File: src/rtl/rbc_params.svh
// Constants for the relay bank controller: command codes, register
// offsets, field positions, reset values and timing counts.
// Assumes a 20 MHz system clock; included by bare name.
`ifndef RBC_PARAMS_SVH
`define RBC_PARAMS_SVH

`define RBC_CLK_HZ          20000000
`define RBC_HOLD_MS         50
`define RBC_PULSE_PERIOD_US 1000
`define RBC_HOLD_CYC        ((`RBC_CLK_HZ / 1000) * `RBC_HOLD_MS)
`define RBC_HALF_CYC        ((`RBC_CLK_HZ / 1000000) * `RBC_PULSE_PERIOD_US / 2)
`define RBC_INIT_US         100
`define RBC_INIT_CYC        ((`RBC_CLK_HZ / 1000000) * `RBC_INIT_US)

`define RBC_NUM_RELAYS      6

`define RBC_ADDR_CMD        4'h0
`define RBC_ADDR_RELAY      4'h1
`define RBC_ADDR_SAVER      4'h2
`define RBC_ADDR_STATUS     4'h3
`define RBC_ADDR_DRIVE      4'h4
`define RBC_ADDR_LINK       4'h5

`define RBC_CMD_OP_LSB      8
`define RBC_CMD_OP_MSB      9
`define RBC_CMD_IDX_LSB     4
`define RBC_CMD_IDX_MSB     6
`define RBC_CMD_VAL_BIT     0
`define RBC_CMD_MASK_LSB    0
`define RBC_CMD_MASK_MSB    5

`define RBC_OP_SINGLE       2'h1
`define RBC_OP_ALL          2'h2
`define RBC_OP_SAVER        2'h3

`define RBC_ST_OK           8'h00
`define RBC_ST_BAD_INDEX    8'h01
`define RBC_ST_BAD_OP       8'h02
`define RBC_ST_NONE         8'h80

`define RBC_LINK_BUSY_BIT   0
`define RBC_LINK_INIT_BIT   1

`endif

File: src/rtl/rbc_pkg.sv
// Types shared by the relay bank controller files.
// Constants live in rbc_params.svh.
package rbc_pkg;

   typedef logic [5:0] rbc_mask_t;

   typedef struct packed {
      logic [1:0] op;
      logic [2:0] index;
      logic       value;
      rbc_mask_t  mask;
   } rbc_cmd_s;

   typedef enum logic [1:0] {
      RBC_CH_OFF,
      RBC_CH_HOLD,
      RBC_CH_PULSE
   } rbc_ch_e;

endpackage

File: src/rtl/rbc_channel.sv
// One relay output channel: full-on hold, then pulsed power-save drive.
// Assumes half_tick_i is a one-cycle enable every half pulse period.
`timescale 1ns/1ps
`include "rbc_params.svh"

module rbc_channel #(
   parameter int HOLD_CYC = `RBC_HOLD_CYC
) (
   input  wire logic ref_clk_i,
   input  wire logic rst_n_i,
   input  wire logic energize_i,
   input  wire logic saver_i,
   input  wire logic half_tick_i,
   output logic      drive_o
);

   localparam int CW = $clog2(HOLD_CYC + 1);

   rbc_pkg::rbc_ch_e state;
   rbc_pkg::rbc_ch_e next_state;
   logic [CW-1:0]    hold_cnt;
   logic             phase;
   logic             next_drive;
   wire              hold_done = (hold_cnt == CW'(HOLD_CYC - 1));

   always_comb begin
      next_state = state;
      case (state)
         rbc_pkg::RBC_CH_OFF:
            if (energize_i) next_state = rbc_pkg::RBC_CH_HOLD;
         rbc_pkg::RBC_CH_HOLD:
            if (!energize_i) next_state = rbc_pkg::RBC_CH_OFF;
            else if (saver_i && hold_done)
               next_state = rbc_pkg::RBC_CH_PULSE;
         rbc_pkg::RBC_CH_PULSE:
            if (!energize_i) next_state = rbc_pkg::RBC_CH_OFF;
            else if (!saver_i) next_state = rbc_pkg::RBC_CH_HOLD;
         default: next_state = rbc_pkg::RBC_CH_OFF;
      endcase
   end

   // Pulsed phase starts with the coil off until the next shared half tick
   assign next_drive = (next_state == rbc_pkg::RBC_CH_HOLD) ||
                       ((next_state == rbc_pkg::RBC_CH_PULSE) &&
                        (state == rbc_pkg::RBC_CH_PULSE) &&
                        (half_tick_i ? !phase : phase));

   always_ff @(posedge ref_clk_i or negedge rst_n_i) begin
      if (!rst_n_i) begin
         state    <= rbc_pkg::RBC_CH_OFF;
         hold_cnt <= '0;
         phase    <= 1'b0;
         drive_o  <= 1'b0;
      end else begin
         state    <= next_state;
         drive_o  <= next_drive;
         phase    <= (next_state == rbc_pkg::RBC_CH_PULSE) ? next_drive
                                                          : 1'b0;
         if (state != rbc_pkg::RBC_CH_HOLD)
            hold_cnt <= '0;
         else if (!hold_done)
            hold_cnt <= hold_cnt + CW'(1);
      end
   end

endmodule // rbc_channel

File: src/rtl/rbc_top.sv
// Relay bank controller: command decode, relay state, power-save masks,
// link and relay indicators, status of the previous command.
// Assumes a link receiver on the same clock delivering commands as
// register writes and a busy level while a transfer is received.
//
// The register addresses and the address-and-strobe port are this design's own decisions.
`timescale 1ns/1ps
`include "rbc_params.svh"

// How it works
// - Link indicator lit from reset until the init counter expires.
// - After init, link indicator follows the transfer-in-progress level.
// - Relay indicator lit exactly while its relay is energized.
// - Power-save relay: 50 ms full on, then 1 ms square wave, 50%.
// - Single command carries index 0-5; only that relay changes.
// - State 0 de-energizes (common to NC), 1 energizes (common to NO).
// - All-relays mask bit n sets relay n, same meaning as single.
// - All-relays mask applied to six relays in one cycle.
// - Status read reports the outcome of the previous command.
// - Power-save mask bit n: 1 pulsed mode, 0 continuous drive.
// - After reset no relay pulses until a power-save command.
module rbc_top #(
   parameter int NUM_RELAYS = `RBC_NUM_RELAYS,
   parameter int HOLD_CYC   = `RBC_HOLD_CYC,
   parameter int HALF_CYC   = `RBC_HALF_CYC,
   parameter int INIT_CYC   = `RBC_INIT_CYC
) (
   input  wire logic                  ref_clk_i,
   input  wire logic                  rst_n_i,
   input  wire logic [3:0]            addr_i,
   input  wire logic [15:0]           wdata_i,
   input  wire logic                  wr_i,
   input  wire logic                  rd_i,
   output logic      [15:0]           rdata_o,
   input  wire logic                  link_rx_busy_i,
   output logic                       link_indicator_o,
   output logic      [NUM_RELAYS-1:0] relay_drive_o,
   output logic      [NUM_RELAYS-1:0] relay_indicators_o
);

   localparam int IW = $clog2(INIT_CYC + 1);
   localparam int HW = $clog2(HALF_CYC + 1);

   function automatic logic [7:0] rbc_outcome(input rbc_pkg::rbc_cmd_s c);
      if (c.op == `RBC_OP_SINGLE && c.index >= 3'(NUM_RELAYS))
         rbc_outcome = `RBC_ST_BAD_INDEX;
      else if (c.op == 2'h0)
         rbc_outcome = `RBC_ST_BAD_OP;
      else
         rbc_outcome = `RBC_ST_OK;
   endfunction

   rbc_pkg::rbc_cmd_s     cmd;
   logic [NUM_RELAYS-1:0] relay_state;
   logic [NUM_RELAYS-1:0] saver_mask;
   logic [NUM_RELAYS-1:0] next_relay_state;
   logic [NUM_RELAYS-1:0] next_saver_mask;
   logic [7:0]            status;
   logic [7:0]            last_outcome;
   logic [IW-1:0]         init_cnt;
   logic                  init_done;
   logic [HW-1:0]         half_cnt;
   logic                  half_tick;
   logic [15:0]           next_rdata;

   wire cmd_wr    = wr_i && (addr_i == `RBC_ADDR_CMD);
   wire relay_wr  = wr_i && (addr_i == `RBC_ADDR_RELAY);
   wire saver_wr  = wr_i && (addr_i == `RBC_ADDR_SAVER);
   wire op_single = cmd_wr && (cmd.op == `RBC_OP_SINGLE);
   wire op_all    = (cmd_wr && (cmd.op == `RBC_OP_ALL)) || relay_wr;
   wire op_saver  = (cmd_wr && (cmd.op == `RBC_OP_SAVER)) || saver_wr;
   wire idx_ok    = (cmd.index < 3'(NUM_RELAYS));

   assign cmd.op    = wdata_i[`RBC_CMD_OP_MSB:`RBC_CMD_OP_LSB];
   assign cmd.index = wdata_i[`RBC_CMD_IDX_MSB:`RBC_CMD_IDX_LSB];
   assign cmd.value = wdata_i[`RBC_CMD_VAL_BIT];
   assign cmd.mask  = wdata_i[`RBC_CMD_MASK_MSB:`RBC_CMD_MASK_LSB];

   always_comb begin
      next_relay_state = relay_state;
      if (op_all)
         next_relay_state = cmd.mask[NUM_RELAYS-1:0];
      else if (op_single && idx_ok)
         next_relay_state[cmd.index] = cmd.value;
   end

   assign next_saver_mask = op_saver ? cmd.mask[NUM_RELAYS-1:0]
                                     : saver_mask;

   always_comb begin
      case (addr_i)
         `RBC_ADDR_RELAY:  next_rdata = 16'(relay_state);
         `RBC_ADDR_SAVER:  next_rdata = 16'(saver_mask);
         `RBC_ADDR_STATUS: next_rdata = {8'h00, status};
         `RBC_ADDR_DRIVE:  next_rdata = 16'(relay_drive_o);
         `RBC_ADDR_LINK:   next_rdata = {14'h0000, init_done,
                                         link_rx_busy_i};
         default:          next_rdata = 16'h0000;
      endcase
   end

   // Outcome shows only once the next command arrives
   always_ff @(posedge ref_clk_i or negedge rst_n_i) begin
      if (!rst_n_i) begin
         relay_state  <= '0;
         saver_mask   <= '0;
         status       <= `RBC_ST_NONE;
         last_outcome <= `RBC_ST_NONE;
      end else begin
         relay_state <= next_relay_state;
         saver_mask  <= next_saver_mask;
         if (cmd_wr) begin
            status       <= last_outcome;
            last_outcome <= rbc_outcome(cmd);
         end
      end
   end

   always_ff @(posedge ref_clk_i or negedge rst_n_i) begin
      if (!rst_n_i)
         rdata_o <= 16'h0000;
      else if (rd_i)
         rdata_o <= next_rdata;
      else
         rdata_o <= 16'h0000;
   end

   always_ff @(posedge ref_clk_i or negedge rst_n_i) begin
      if (!rst_n_i) begin
         init_cnt  <= '0;
         init_done <= 1'b0;
      end else if (!init_done) begin
         init_cnt  <= init_cnt + IW'(1);
         init_done <= (init_cnt == IW'(INIT_CYC - 1));
      end
   end

   always_ff @(posedge ref_clk_i or negedge rst_n_i) begin
      if (!rst_n_i)
         link_indicator_o <= 1'b1;
      else
         link_indicator_o <= !init_done || link_rx_busy_i;
   end

   // Shared half-period tick; pulse edges of channels stay aligned
   assign half_tick = (half_cnt == HW'(HALF_CYC - 1));

   always_ff @(posedge ref_clk_i or negedge rst_n_i) begin
      if (!rst_n_i)
         half_cnt <= '0;
      else
         half_cnt <= half_tick ? '0 : half_cnt + HW'(1);
   end

   for (genvar n = 0; n < NUM_RELAYS; n++) begin : g_ch
      rbc_channel #(
         .HOLD_CYC (HOLD_CYC)
      ) u_ch (
         .ref_clk_i   (ref_clk_i),
         .rst_n_i     (rst_n_i),
         .energize_i  (relay_state[n]),
         .saver_i     (saver_mask[n]),
         .half_tick_i (half_tick),
         .drive_o     (relay_drive_o[n])
      );
   end

   // Commanded state, not pulsed drive, so LEDs stay steady
   always_ff @(posedge ref_clk_i or negedge rst_n_i) begin
      if (!rst_n_i)
         relay_indicators_o <= '0;
      else
         relay_indicators_o <= relay_state;
   end

endmodule // rbc_top

File: config.mk
export PLATFORM = sky130hd
export DESIGN_NAME = rbc_top
export DESIGN_NICKNAME = d
export VERILOG_FILES = /design/src/rtl/rbc_pkg.sv /design/src/rtl/rbc_channel.sv /design/src/rtl/rbc_top.sv
export VERILOG_INCLUDE_DIRS = /design/src /design/src/rtl
export SDC_FILE = /design/constraint.sdc
export NUM_CORES = 1
export LEC_CHECK = 0
export BUFFER_PORTS_ARGS = -buffer_cell sky130_fd_sc_hd__buf_2
export CAP_MARGIN = 0
export CORE_UTILIZATION = 25
export DETAILED_ROUTE_END_ITERATION = 8
export GPL_ROUTABILITY_DRIVEN = 0
export GPL_TIMING_DRIVEN = 1
export SYNTH_ARGS = -nofsm -noshare
export SYNTH_HDL_FRONTEND = slang
export SYNTH_HIERARCHICAL = 1
export SYNTH_SLANG_ARGS = --single-unit
File: constraint.sdc
create_clock -name ref_clk_i -period 4.1 [get_ports ref_clk_i]
set_input_delay 0.82 -clock ref_clk_i [delete_from_list [all_inputs] [get_ports ref_clk_i]]
set_output_delay 0.82 -clock ref_clk_i [all_outputs]
set_load 0.01 [all_outputs]
== Word level (Yosys, flattened, before mapping) ==
Index checks and enable logic that the tools add are counted.
Storage, ports and cells
  bits of input ports: 25
  logic and storage cells: 221
  register bits: 221
Operators by class
  add/sub/neg operators: 8
  reduce and logical (&&, ||, !) cells: 52
  multiplexer cells: 71
  magnitude comparators: 4
  equal/unequal tests: 52
Operators by type and width (number)
  $mux 20: 12
  $add 20x1->20 const B: 6
  $eq 20x20->1 const B: 6
  $mux 2: 32
  $pmux 8 s5: 1
  $pmux 2 s3: 6
  $eq 2x2->1 const B: 14
  $logic_and 1x1->1: 27
  $eq 2x1->1 const B: 13
  $mux 16: 1
  $add 14x1->14 const B: 1
  $eq 14x14->1 const B: 1
  $logic_not 2->1: 7
  $mux 1: 14
  $mux 14: 1
  $mux 6: 2
  $ne 2x1->1 const B: 6
  $ne 2x2->1 const B: 6
  $add 11x1->11 const B: 1
  $eq 11x11->1 const B: 1
  $logic_or 1x1->1: 9
  $eq 4x2->1 const B: 2
  $eq 4x3->1 const B: 2
  $logic_not 1->1: 7
  other kinds (9): 9

== Longest topological paths before layout ==
  word-level depth: 10
  mapped depth: 8
  depth with buffers taken out: 6

== By module ==
The synthesis kept the hierarchy.
Modules (own cells, without submodules)
  rbc_channel: times used 6, cells an instance 126, area each 1233.7 um^2, seq. area each 600.6 um^2
  rbc_top: times used 1, cells an instance 230, area each 2695.1 um^2, seq. area each 1455.1 um^2

== Worst setup path after synthesis ==
OpenSTA, ideal clock, no wires.
  path type: input-to-reg
  from: input port addr_i[2]
  to: register saver_mask[0]
  arrival time: 2.043 ns
  stages: 6
  slack: 1.932 ns
  data required time: 3.975 ns
  setup time: 0.125 ns
  cell sequence: buf_6 > or3b_4 > nor2_4 > o2bb2a_4 > buf_6 > mux2_4
On the way
  cells in the longest elaborated chain, start to end: 4
  elaborated cells between the ends (all ways): 6
RTL lines
  from (decl): line rbc_top.sv:30  | input wire logic [3:0] addr_i,
  $logic_not 4->1 (no source line)
  $logic_and 1x1->1: line rbc_top.sv:66  | wire cmd_wr = wr_i && (addr_i == `RBC_ADDR_CMD);
  $logic_and 1x1->1: line rbc_top.sv:71  | wire op_saver = (cmd_wr && (cmd.op == `RBC_OP_SAVER)) || saver_wr;
  $logic_or 1x1->1 (*): line rbc_top.sv:71
  to (signal assigned): line rbc_top.sv:111  | saver_mask <= next_saver_mask;
  to (decl): line rbc_top.sv:55  | logic [NUM_RELAYS-1:0] saver_mask;
Every way passes the cells marked *; elsewhere a longest branch is shown, timed or not.
A chain may end at the register's enable or synchronous reset.

== Worst setup path in the final report ==
  from: register half_cnt[0]
  to: register g_ch[4].u_ch.drive_o
On the way
  cells in the longest elaborated chain, start to end: 4
RTL lines
  from (decl): line rbc_top.sv:62  | logic [HW-1:0] half_cnt;
  from (signal assigned): line rbc_top.sv:152  | half_cnt <= half_tick ? '0 : half_cnt + HW'(1);
  $eq 14x14->1: line rbc_top.sv:146  | assign half_tick = (half_cnt == HW'(HALF_CYC - 1));
  $mux 1: line rbc_channel.sv:46  | (half_tick_i ? !phase : phase));
  $logic_and 1x1->1: line rbc_channel.sv:45  | (state == rbc_pkg::RBC_CH_PULSE) &&
  $logic_or 1x1->1: line rbc_channel.sv:43  | assign next_drive = (next_state == rbc_pkg::RBC_CH_HOLD) ||
  named net g_ch[4].u_ch.next_drive: line rbc_channel.sv:23  | logic next_drive;
  to (signal assigned): line rbc_channel.sv:56  | drive_o <= next_drive;
  to (decl): line rbc_channel.sv:14  | output logic drive_o
The timed path passes the listed nets, and every way through them passes these cells.

==> results.py <==
metrics = {
    "outcome": {
        "status": "finished clean",
    },
    "placement": {
        "dp_cells": 1524,
        "dpl_worst_slack_ns": 1.44,
        "place.port_buffers": 37,
        "place_hpwl_um": 15100,
        "postPlaceCellArea_um2": 10800,
    },
    "cts": {
        "clk_latency_ns": 0.51,
        "path_clk_slew_ns": 0.06,
        "clock-root-buffer": "clkbuf_16",
        "clock_path_buffers": 3,
        "cts_resized": 0,
        "clkSinkCount": 202,
        "htreeDepth": 1,
        "hold_buffers": 0,
        "cts-buffers-inserted": 25,
        "cts_setup_buffers": 0,
        "cts_tree": "yes",
    },
    "timing": {
        "slew_headroom_pct": 42.4,
        "hold_violations": 0,
        "fin_worst_skew_ns": 0.00815,
        "fin_hold_ws_ns": 0.352,
        "max_freq_ghz": 0.451,
        "drv_slew": 0,
        "finalSetupViolCount": 0,
        "min_period_ns": 2.22,
        "finalSetupTns_ns": 0,
        "rsz0062_at_grt": "false",
        "finalCritPeriodShare_pct": 54.1,
        "worst_slew_pin_slew_ns": 0.863,
        "fin_ws_ns": 1.88,
    },
    "detailed_routing": {
        "first_iter_violations": 518,
        "vias": 7664,
        "avgRoutedWirePerCell_um": 13.9,
        "dr.pass1.iters": 5,
        "via_per_inst": 4.88,
        "wl_um": 21900,
        "drc_errors": 0,
        "ant_nets": 0,
    },
    "worst_hold_path": {
        "hold_class": "primary input to async pin",
    },
    "die": {
        "dieArea_um2": 41200,
        "die-height_um": 203,
        "row_count": 73,
        "initial_core_util_pct": 25.4,
        "core_area_um2": 39800,
        "pin_count": 54,
        "die_x_um": 203,
    },
    "global_route": {
        "antenna_found_initial": 3,
        "gr-total-overflow": 0,
        "grt_pass1_vias": 7525,
        "grt_pass1_wl_um": 37600,
        "grt_start_max_net_pins": 101,
        "grtUsageTotal_pct": 10.9,
    },
    "layout": {
        "area.sequential_um2": 5060,
        "area_growth_pct": 14.6,
        "fin_util_pct": 29.1,
        "final.fill_count": 4151,
        "final_layout_size_suffix_gt1_share_pct": 13.5,
        "final_cells": 1570,
        "layout_commonest_cell": "dfrtp_1",
        "multiInputGateArea_um2": 4780,
        "layout_common_cells": "dfrtp_1 (199), nor2_1 (77), nand3_1 (68)",
        "final_nets": 1059,
        "postLayoutCellArea_um2": 11600,
    },
    "pwr": {
        "cellLeakagePower_nw": 4.45,
        "internal_power_mw": 3.52,
        "ir_worst_vdd_mv": 0.395,
        "pwr-share-comb_pct": 9.8,
        "swShare_pct": 27.6,
        "share_seq_of_total_power_pct": 48.3,
        "power_mw": 4.86,
        "clkPwrFrac_pct": 41.9,
        "p_per_area_nw_per_um2": 420,
        "p_switching_mw": 1.34,
    },
    "setup_path": {
        "arrival_ns": 2.61,
        "critical_path_class": "register to register",
        "end_kind": "register",
        "cp.required_ns": 4.49,
        "critPathMaxFanout": 14,
        "startpoint_type": "register",
    },
    "synthesis": {
        "ys_seq_area_share_pct": 50.1,
        "synth_edf_count": 0,
        "netlist_instances": 986,
        "synthFlopType": "dfrtp_1",
        "syn_area_per_cell_um2": 10.2,
        "ys_seq_elements": 202,
        "synth.distinct_cells": 55,
        "synth_area_um2": 10100,
        "ys_warn_count": 6,
        "async_flop_share_pct": 100,
    },
    "job": {
        "cap_violations": 0,
    },
}
-- Yosys cell counts, drive strengths merged (7+ instances only) --
master / count / share of area [%]
a21oi: 66 / 3.3
nand2: 63 / 2.5
o31ai: 19 / 1.4
or4: 30 / 2.2
nand4: 23 / 2.2
nor2: 78 / 3.0
o21ai: 50 / 2.5
a31oi: 20 / 1.2
dfrtp: 199 / 49
ha: 8 / 0.99
and4: 16 / 1.5
clkbuf: 12 / 0.45
nor4: 18 / 2.0
nor2b: 11 / 0.68
or3: 30 / 1.9
buf: 24 / 1.5
xor2: 7 / 0.61
xnor2: 61 / 5.3
nor3: 39 / 1.9
nor4b: 9 / 0.93
mux2: 13 / 1.7
a211oi: 12 / 0.89
a22o: 7 / 0.61
nand2b: 14 / 0.87
and3: 8 / 0.57
inv: 23 / 0.85
nand3: 68 / 3.4
-- worst max-delay path: stages (launching register included) --
cell	delay, ns
dfrtp_1	0.38
ha_1	0.20
and3_1	0.30
and4_1	0.74
xnor2_1	0.22
nand3_1	0.11
o2111a_1	0.15
-- cell families (layout without fill, tap and decap cells) --
group	Yosys count	count (layout)	share of synthesized area, %
compound gates	206	206	12.9
xor+xnor	68	68	5.90
fa+ha+maj	8	8	0.991
buf+inv	59	109	2.83
flops	202	202	50.1
mux	17	17	2.07
other cells	1	10	0.0371
simple gates	425	425	25.2
-- area by class of cell --
type | instances | share of cell area [%]
well taps | 525 | 5.68
clock buffers | 36 | 6.11
multi-input cells | 733 | 41.3
diodes | 1 | 0.0216
inverters | 23 | 0.746
flip-flops and latches | 202 | 43.7
repair buffers | 41 | 1.93
clock inverters | 9 | 0.486
-- worst paths after layout --
kind / cells past startpoint / to / slack [ns] / start
min: 1 / g_ch[4].u_ch/hold_cnt[19] / 0.35 / rst_n_i
max reg2reg: 6 / g_ch[4].u_ch/drive_o / 1.88 / half_cnt[0]
max in group asynchronous: 2 / last_outcome[7] / 2.76 / rst_n_i
min reg2reg: 1 / init_cnt[10] / 0.47 / init_cnt[10]
min in group ref_clk_i: 1 / init_cnt[10] / 0.47 / init_cnt[10]
max: 6 / g_ch[4].u_ch/drive_o / 1.88 / half_cnt[0]
-- state kept, by name (all words and copies together) (netlist names) --
register / count
relay_state: 6
g_ch.u_ch/drive_o: 6
status: 3
init_done: 1
relay_indicators_o: 6
g_ch.u_ch/state: 12
g_ch.u_ch/phase: 6
half_cnt: 14
saver_mask: 6
g_ch.u_ch/hold_cnt: 120
rdata_o: 7
link_indicator_o: 1
last_outcome: 3
init_cnt: 11
-- power groups by stage --
stage                     clock network (mW)  logic, mW  registers [mW]
after floorplan                            0      0.324            2.33
after global placement                     0      0.471            2.38
after detailed placement                   0      0.482            2.38
after CTS                               2.10      0.484            2.35
after global routing                    2.19      0.543            2.37
final                                   2.04      0.475            2.35
-- routing by layer --
layer | share of wire [%] | global-route usage, % | vias to the layer above
met5 | 0.078 | 0 | -
met1 | 47 | 14.4 | 3773
li1 | - | - | 3741
met2 | 47 | 18.1 | 109
met4 | 2.2 | 2.90 | 2
met3 | 3.8 | 2.01 | 39
(Power assumes the default switching activity.)
